**config.mk**
```make
export PLATFORM = sky130hd
export DESIGN_NAME = backplane_interrupt_ack_chain
export DESIGN_NICKNAME = d
export VERILOG_FILES = /design/src/logic/irq_chain_pkg.sv /design/src/logic/sync_two_flop.sv /design/src/logic/backplane_interrupt_ack_chain.sv
export SDC_FILE = /design/constraint.sdc
export NUM_CORES = 1
export LEC_CHECK = 0
export BUFFER_PORTS_ARGS = -buffer_cell sky130_fd_sc_hd__buf_4
export CAP_MARGIN = 20
export CORE_MARGIN = 1
export CORE_UTILIZATION = 55
export DETAILED_ROUTE_END_ITERATION = 6
export PLACE_DENSITY = 0.94
export SLEW_MARGIN = 20
export SYNTH_ARGS = -nofsm -noshare
export SYNTH_HDL_FRONTEND = slang
export SYNTH_HIERARCHICAL = 1
export SYNTH_SLANG_ARGS = --single-unit
```
**constraint.sdc**
```tcl
create_clock -name core_clk -period 2.2 [get_ports core_clk]
set_input_delay 0.22 -clock core_clk [delete_from_list [all_inputs] [get_ports core_clk]]
set_output_delay 0.22 -clock core_clk [all_outputs]
set_load 0.01 [all_outputs]
```
**src/logic/irq_chain_pkg.sv**
```systemverilog
// constants and types for the backplane interrupter and its acknowledge chain
// assumes a single 125 MHz core clock and synchronous active-high reset
//
// Summary of operation
// - request by pulling the assigned one of seven active-low request lines low.
// - shared request lines are fine; only the chain decides who is acknowledged.
// - a requesting interrupter waits for its own chain input low before accepting.
// - the accepting interrupter holds its chain output high for that cycle.
// - chain input low alone is never taken as an acknowledge.
// - acknowledge needs address modifier 0x27 on the modifier lines.
// - pass chain low onward when idle or when the level does not match.
// - respond only when the level on the lowest three address lines matches.
// - drive status/ID on the low eight data lines, then assert transfer acknowledge.
`default_nettype none
package irq_chain_pkg;

    localparam logic [5:0] ack_modifier_code = 6'h27;
    localparam int         am_width          = 6;
    localparam int         level_width       = 3;
    localparam int         status_width      = 8;
    localparam int         request_lines     = 7;

    // data setup time before transfer acknowledge, in ns and in cycles
    localparam int         clk_period_ns     = 8;
    localparam int         data_setup_ns     = 16;
    localparam int         data_setup_cycles =
        (data_setup_ns + clk_period_ns - 1) / clk_period_ns;

    typedef enum logic [2:0] {
        st_idle    = 3'b000,
        st_pending = 3'b001,
        st_pass    = 3'b010,
        st_setup   = 3'b011,
        st_answer  = 3'b100,
        st_release = 3'b101
    } chain_state_e;

endpackage
`default_nettype wire

```
**src/logic/sync_two_flop.sv**
```systemverilog
// two-flop synchroniser for backplane pins
// assumes inputs may change at any time relative to core_clk
`timescale 1ns/10ps
`default_nettype none
module sync_two_flop #(
    parameter int width = 1,
    parameter logic [width-1:0] reset_value = '0
) (
    // clock and reset
    input  wire logic             core_clk,
    input  wire logic             srst,
    // data
    input  wire logic [width-1:0] async_in,
    output logic      [width-1:0] sync_out
);
    logic [width-1:0] meta;

    always_ff @(posedge core_clk) begin
        if (srst) begin
            meta     <= reset_value;
            sync_out <= reset_value;
        end else begin
            meta     <= async_in;
            sync_out <= meta;
        end
    end
endmodule
`default_nettype wire

```
**src/logic/backplane_interrupt_ack_chain.sv**
```systemverilog
// interrupter end of the backplane interrupt bus with acknowledge daisy chain
// assumes all bus inputs are asynchronous and open-collector lines are
// resolved outside from the output enables
`timescale 1ns/10ps
`default_nettype none
module backplane_interrupt_ack_chain
    import irq_chain_pkg::*;
(
    // clock and reset
    input  wire logic                    core_clk,
    input  wire logic                    srst,
    // local side
    input  wire logic                    raise_request,
    input  wire logic [level_width-1:0]  request_level,
    input  wire logic [status_width-1:0] status_id,
    output logic                         request_busy,
    output logic                         status_read,
    // interrupt request lines, open collector
    output logic [request_lines-1:0]     interrupt_request_lines_out,
    output logic [request_lines-1:0]     interrupt_request_lines_oe,
    // data transfer bus, active-low lines except the address modifier
    input  wire logic                    addr_strobe_n,
    input  wire logic                    data_strobe0_n,
    input  wire logic [am_width-1:0]     addr_modifier,
    input  wire logic [level_width-1:0]  ack_level_address_lines_n,
    output logic [status_width-1:0]      status_id_data_lines_out,
    output logic [status_width-1:0]      status_id_data_lines_oe,
    output logic                         transfer_acknowledge_out,
    output logic                         transfer_acknowledge_oe,
    // acknowledge daisy chain
    input  wire logic                    ack_chain_in_n,
    output logic                         ack_chain_out_n
);
    import irq_chain_pkg::*;

    localparam int sync_w = 3 + am_width + level_width;

    // ************************************************************
    // input synchronisers
    // ************************************************************
    logic [sync_w-1:0] raw_in;
    logic [sync_w-1:0] sync_in;
    logic              as_low;
    logic              ds_low;
    logic              chain_low;
    logic [am_width-1:0]    am_s;
    logic [level_width-1:0] lvl_s;

    assign raw_in = {addr_strobe_n, data_strobe0_n, ack_chain_in_n,
                     addr_modifier, ack_level_address_lines_n};

    sync_two_flop #(
        .width       (sync_w),
        .reset_value ({3'b111, {(am_width + level_width){1'b0}}})
    ) u_sync (
        .core_clk (core_clk),
        .srst     (srst),
        .async_in (raw_in),
        .sync_out (sync_in)
    );

    assign as_low    = ~sync_in[sync_w-1];
    assign ds_low    = ~sync_in[sync_w-2];
    assign chain_low = ~sync_in[sync_w-3];
    assign am_s      = sync_in[level_width +: am_width];
    // address lines are active low on the backplane
    assign lvl_s     = ~sync_in[level_width-1:0];

    // ************************************************************
    // acknowledge decode
    // ************************************************************
    chain_state_e           state;
    logic [level_width-1:0] held_level;
    logic [status_width-1:0] held_status;
    logic [1:0]             setup_cnt;
    logic                   ack_cycle;
    logic                   level_match;

    // modifier and strobes must qualify the chain, never the chain alone
    assign ack_cycle   = as_low && ds_low && chain_low
                         && (am_s == ack_modifier_code);
    assign level_match = (lvl_s == held_level);

    function automatic logic [request_lines-1:0] level_onehot(
        input logic [level_width-1:0] lvl
    );
        level_onehot = '0;
        if (lvl != 3'h0) begin
            level_onehot[lvl - 3'h1] = 1'b1;
        end
    endfunction

    // ************************************************************
    // request and acknowledge sequencer
    // ************************************************************
    always_ff @(posedge core_clk) begin
        if (srst) begin
            state       <= st_idle;
            held_level  <= 3'h0;
            held_status <= 8'h00;
            setup_cnt   <= 2'h0;
        end else begin
            case (state)
                st_idle: begin
                    if (raise_request && request_level != 3'h0) begin
                        held_level  <= request_level;
                        held_status <= status_id;
                        state       <= st_pending;
                    end
                end
                st_pending: begin
                    // accept only after our own chain input goes low
                    if (ack_cycle && level_match) begin
                        setup_cnt <= 2'(data_setup_cycles);
                        state     <= st_setup;
                    end else if (ack_cycle) begin
                        state <= st_pass;
                    end
                end
                st_pass: begin
                    if (!chain_low) begin
                        state <= st_pending;
                    end
                end
                st_setup: begin
                    if (setup_cnt <= 2'h1) begin
                        state <= st_answer;
                    end else begin
                        setup_cnt <= setup_cnt - 2'h1;
                    end
                end
                st_answer: begin
                    if (!as_low || !ds_low) begin
                        state <= st_release;
                    end
                end
                st_release: begin
                    if (!chain_low) begin
                        state <= st_idle;
                    end
                end
                default: state <= st_idle;
            endcase
        end
    end

    // ************************************************************
    // bus drivers
    // ************************************************************
    logic pass_low;

    // pass the low onward when idle or on a level mismatch
    assign pass_low = chain_low && (state == st_idle || state == st_pass
                      || (state == st_pending && !(ack_cycle && level_match)
                          && ack_cycle));

    always_ff @(posedge core_clk) begin
        if (srst) begin
            ack_chain_out_n <= 1'b1;
        end else begin
            // accepting module keeps its output high, blocking downstream
            ack_chain_out_n <= ~pass_low;
        end
    end

    always_ff @(posedge core_clk) begin
        if (srst) begin
            interrupt_request_lines_oe <= 7'h00;
        end else if (state == st_pending || state == st_pass
                     || state == st_setup || state == st_answer) begin
            interrupt_request_lines_oe <= level_onehot(held_level);
        end else begin
            interrupt_request_lines_oe <= 7'h00;
        end
    end
    assign interrupt_request_lines_out = 7'h00;

    always_ff @(posedge core_clk) begin
        if (srst) begin
            status_id_data_lines_out <= 8'h00;
            status_id_data_lines_oe  <= 8'h00;
            transfer_acknowledge_oe  <= 1'b0;
        end else begin
            if (state == st_setup || state == st_answer) begin
                status_id_data_lines_out <= ~held_status;
                status_id_data_lines_oe  <= 8'hff;
            end else begin
                status_id_data_lines_oe  <= 8'h00;
            end
            transfer_acknowledge_oe <= (state == st_answer) && as_low
                                       && ds_low;
        end
    end
    assign transfer_acknowledge_out = 1'b0;

    assign request_busy = (state != st_idle);
    assign status_read  = (state == st_answer) && (!as_low || !ds_low);

    // ************************************************************
    // checks
    // ************************************************************
    AST_NO_ACK_WITHOUT_CODE: assert property (@(posedge core_clk) disable iff (srst)
        $rose(transfer_acknowledge_oe) |-> $past(am_s, 2) == ack_modifier_code)
        else $error("acknowledge answered without the acknowledge code");
    AST_CHAIN_BLOCKED: assert property (@(posedge core_clk) disable iff (srst)
        state == st_setup |=> ack_chain_out_n)
        else $error("chain passed while accepting");
    AST_WAIT_CHAIN: assert property (@(posedge core_clk) disable iff (srst)
        state == st_pending && !chain_low |=> state != st_setup)
        else $error("accepted without chain input low");
    AST_LEVEL_MATCH: assert property (@(posedge core_clk) disable iff (srst)
        state == st_pending && ack_cycle && !level_match |=> state == st_pass)
        else $error("mismatched level not passed");
    AST_PASS_ON: assert property (@(posedge core_clk) disable iff (srst)
        state == st_idle && chain_low |=> !ack_chain_out_n)
        else $error("idle interrupter did not pass the chain");
    AST_DATA_BEFORE_TRANSFER_ACKNOWLEDGE: assert property (@(posedge core_clk) disable iff (srst)
        $rose(transfer_acknowledge_oe) |-> $past(status_id_data_lines_oe) == 8'hff)
        else $error("transfer acknowledge before data valid");
    AST_REQ_DRIVEN: assert property (@(posedge core_clk) disable iff (srst)
        state == st_pending |=> interrupt_request_lines_oe == level_onehot(held_level))
        else $error("request line not driven while pending");
    AST_CHAIN_ALONE: assert property (@(posedge core_clk) disable iff (srst)
        state == st_pending && chain_low && am_s != ack_modifier_code
        |=> state == st_pending)
        else $error("chain low alone taken as acknowledge");
    AST_RELEASE: assert property (@(posedge core_clk) disable iff (srst)
        state == st_release |=> interrupt_request_lines_oe == 7'h00)
        else $error("request line held after status read");
endmodule
`default_nettype wire

```
==> metrics.md <==
| Metric | Value |
|---|---|
| Setup Viol. Count Final | `0` |
| Fmax | `0.576 GHz` |
| Path type of the worst setup path | `reg2reg` |
| Most frequent cells in the layout | `dfxtp_1 (58), buf_4 (52), nor2_1 (29)` |
| Setup Skew | `0.00553 ns` |
| Share of the synthesized area in the top cell type | `52.4%` |
| Post-synthesis cell type count | `40` |
| Post-synthesis async set-or-reset flop share | `0%` |
| Port Buffers | `52` |
| Clk sinks | `58` |
| Ranking of synthesized cells by area | `dfxtp_1 (52%), nor2b_1 (5.4%), buf_4 (5.1%)` |
| IR Drop Worst-Case VDD | `0.541 mV` |
| Avg WL per Cell | `12.0 um` |
| CTS root buf | `clkbuf_8` |
| Drt total wl | `3780 um` |
| Tcrit/Tclk final | `78.9%` |
| Cells after Synth | `220` |
| Clk pin slew, worst setup/hold paths | `0.06 ns` |
| Startpoint Class | `register` |
| Core box area | `3770 um^2` |
| Layout Nets | `293` |
| Yosys top cell by area | `dfxtp_1` |
| Final cell count without fillers | `316` |
| RSZ-0062 raised after global routing | `no` |
| Final hold slack | `0.0699 ns` |
| Final Hold Viols | `0` |
| Cts repair resizes | `0` |
| Max-Cap Viols | `0` |
| Cts hold-fix bufs | `0` |
| Worst Hold Class | `in2reg` |
| Max-slew headroom | `66.6%` |
| Status | `finished, final reports clean` |
| CTS Buf Count | `9` |
| Crit Path Max Fanout | `12` |
| Setup tns final | `0 ns` |
| Seq/Total Area, Yosys | `52.4%` |
| Largest net degree at the start of global routing | `54` |
| Global-route wire length before repair | `6180 um` |
| Die height | `65.5 um` |
| Initial antenna violation count | `0` |
| Crit path required time | `2.40 ns` |
| FP Rows | `22` |
| Gpl congestion | `0.946` |
| Gr usage total | `19.8%` |
| Die X | `65.5 um` |
| Post-DP HPWL | `2580 um` |
| I/O pins | `61` |
| Clk_lat worst skew | `0.33 ns` |
| Initial core utilization | `58.7%` |
| Placed Cells | `301` |
| Drt first pass iters | `4` |
| Setup WS pre-CTS | `0.487 ns` |
| Arrival time at the worst endpoint | `1.94 ns` |
| Most common cell after layout, fill and taps aside | `dfxtp_1` |
| Syn avg cell area | `10.1 um^2` |
| Crit end category | `register` |
| Die area | `4280 um^2` |
| # DRC | `0` |
| Synthesis-to-finish area growth | `20.5%` |
| Final Max Tran Viols | `0` |
| Post-route minimum period | `1.74 ns` |
| Htree depth | `3` |
| CTS tree | `yes` |
| GRT overflow | `0` |
| Post-CTS Setup Repair Bufs | `0` |
| CTS Buffer Depth | `2` |
| Cell Pwr Density | `1100 nW/um^2` |
| Routed via count | `1577` |
| Ys Warns | `6` |
| Tightest Pin Transition | `0.500 ns` |
| Drt initial violations | `66` |
| Layout cells sized above 1 | `26.9%` |
| Post-synthesis instance area | `2210 um^2` |
| FF+latch count, synth | `58` |
| Post-synth top flop | `dfxtp_1` |
| Post-DRT Antenna Nets | `0` |
| DR vias/cell | `4.99` |
| Number of global-route vias before repair | `1482` |
| Antenna diode count | `0` |
| LEAKAGE | `1.14 nW` |
| Worst setup margin | `0.464 ns` |
| Post-synth EDFFs | `0` |
-- final timing paths --
check	from	endpoint	slack, ns	cells past startpoint
setup reg to reg	state[0]$_SDFFE_PP0P_	held_status[5]$_SDFFE_PP0P_	0.46	4
hold reg to reg	u_sync/meta[10]$_SDFF_PP1_	u_sync/sync_out[10]$_SDFF_PP1_	0.41	1
hold / removal	ack_chain_in_n	u_sync/meta[9]$_SDFF_PP1_	0.07	2
setup / recovery	state[0]$_SDFFE_PP0P_	held_status[5]$_SDFFE_PP0P_	0.46	4
-- layout make-up --
cell class | count | area [um^2]
flip-flops and latches | 58 | 1160
inverters | 6 | 22.5
clock inverters | 3 | 15.0
multi-input cells | 137 | 865
clock buffers | 12 | 155
repair buffers | 52 | 390
fillers | 283 | 1100
well taps | 48 | 60.1
-- metal layers --
| layer | share of wire, % | track usage, % | vias to the layer above |
|---|---|---|---|
| li1 | - | - | 798 |
| met1 | 42 | 21.2 | 717 |
| met2 | 49 | 32.2 | 54 |
| met3 | 7.3 | 10.4 | 8 |
| met4 | 1.5 | 8.97 | 0 |
| met5 | 0 | 0 | - |
-- critical path, stage by stage (launching register included) --
cell	delay (ns)
dfxtp_1	0.39
or3_1	0.50
nor2b_4	0.40
mux2i_1	0.25
nor2_1	0.05
-- state kept, by name, indices dropped and copies added (netlist names) --
signal / count
ack_chain_out_n: 1
held_level: 3
held_status: 8
interrupt_request_lines_oe: 7
setup_cnt: 2
state: 3
status_id_data_lines_oe: 1
status_id_data_lines_out: 8
transfer_acknowledge_oe: 1
u_sync/meta: 12
u_sync/sync_out: 12
-- cell usage after synthesis, types with 4 or more instances --
cell type	n
nor3_1	7
a211oi_1	8
buf_2	4
mux2i_1	10
inv_1	6
dfxtp_1	58
a21oi_1	7
buf_4	15
or2_1	6
nor2b_1	19
nand2_1	4
nor2_1	29
xor2_1	4
-- through the flow --
| stage | util (%) | area, um^2 | power, mW |
|---|---|---|---|
| floorplan | - | 2240 | 1.94 |
| global placement | 66.3 | 2500 | 2.08 |
| detailed placement | 66.3 | 2500 | 2.12 |
| CTS | 70.8 | 2670 | 2.96 |
| global route | 70.8 | 2670 | 3.12 |
| finish | 70.8 | 2670 | 2.94 |
-- cells by family (layout without fill, tap and decap cells) --
kind of cell | after synthesis | after routing | synth area share (%)
mux | 10 | 10 | 4.52
buf+inv | 32 | 73 | 9.72
flops | 58 | 58 | 52.4
compound gates | 27 | 27 | 8.59
simple gates | 84 | 84 | 20.9
fa+ha+maj | 3 | 3 | 1.70
xor+xnor | 5 | 5 | 1.98
other cells | 1 | 8 | 0.169
-- power by group --
group | internal [mW] | leakage [nW] | switching, mW
combinational | 0.374 | 0.575 | 0.410
clock | 0.458 | 0.0920 | 0.384
sequential | 1.20 | 0.476 | 0.115
total | 2.03 | 1.14 | 0.910
Power figures use the tool's default switching activity.
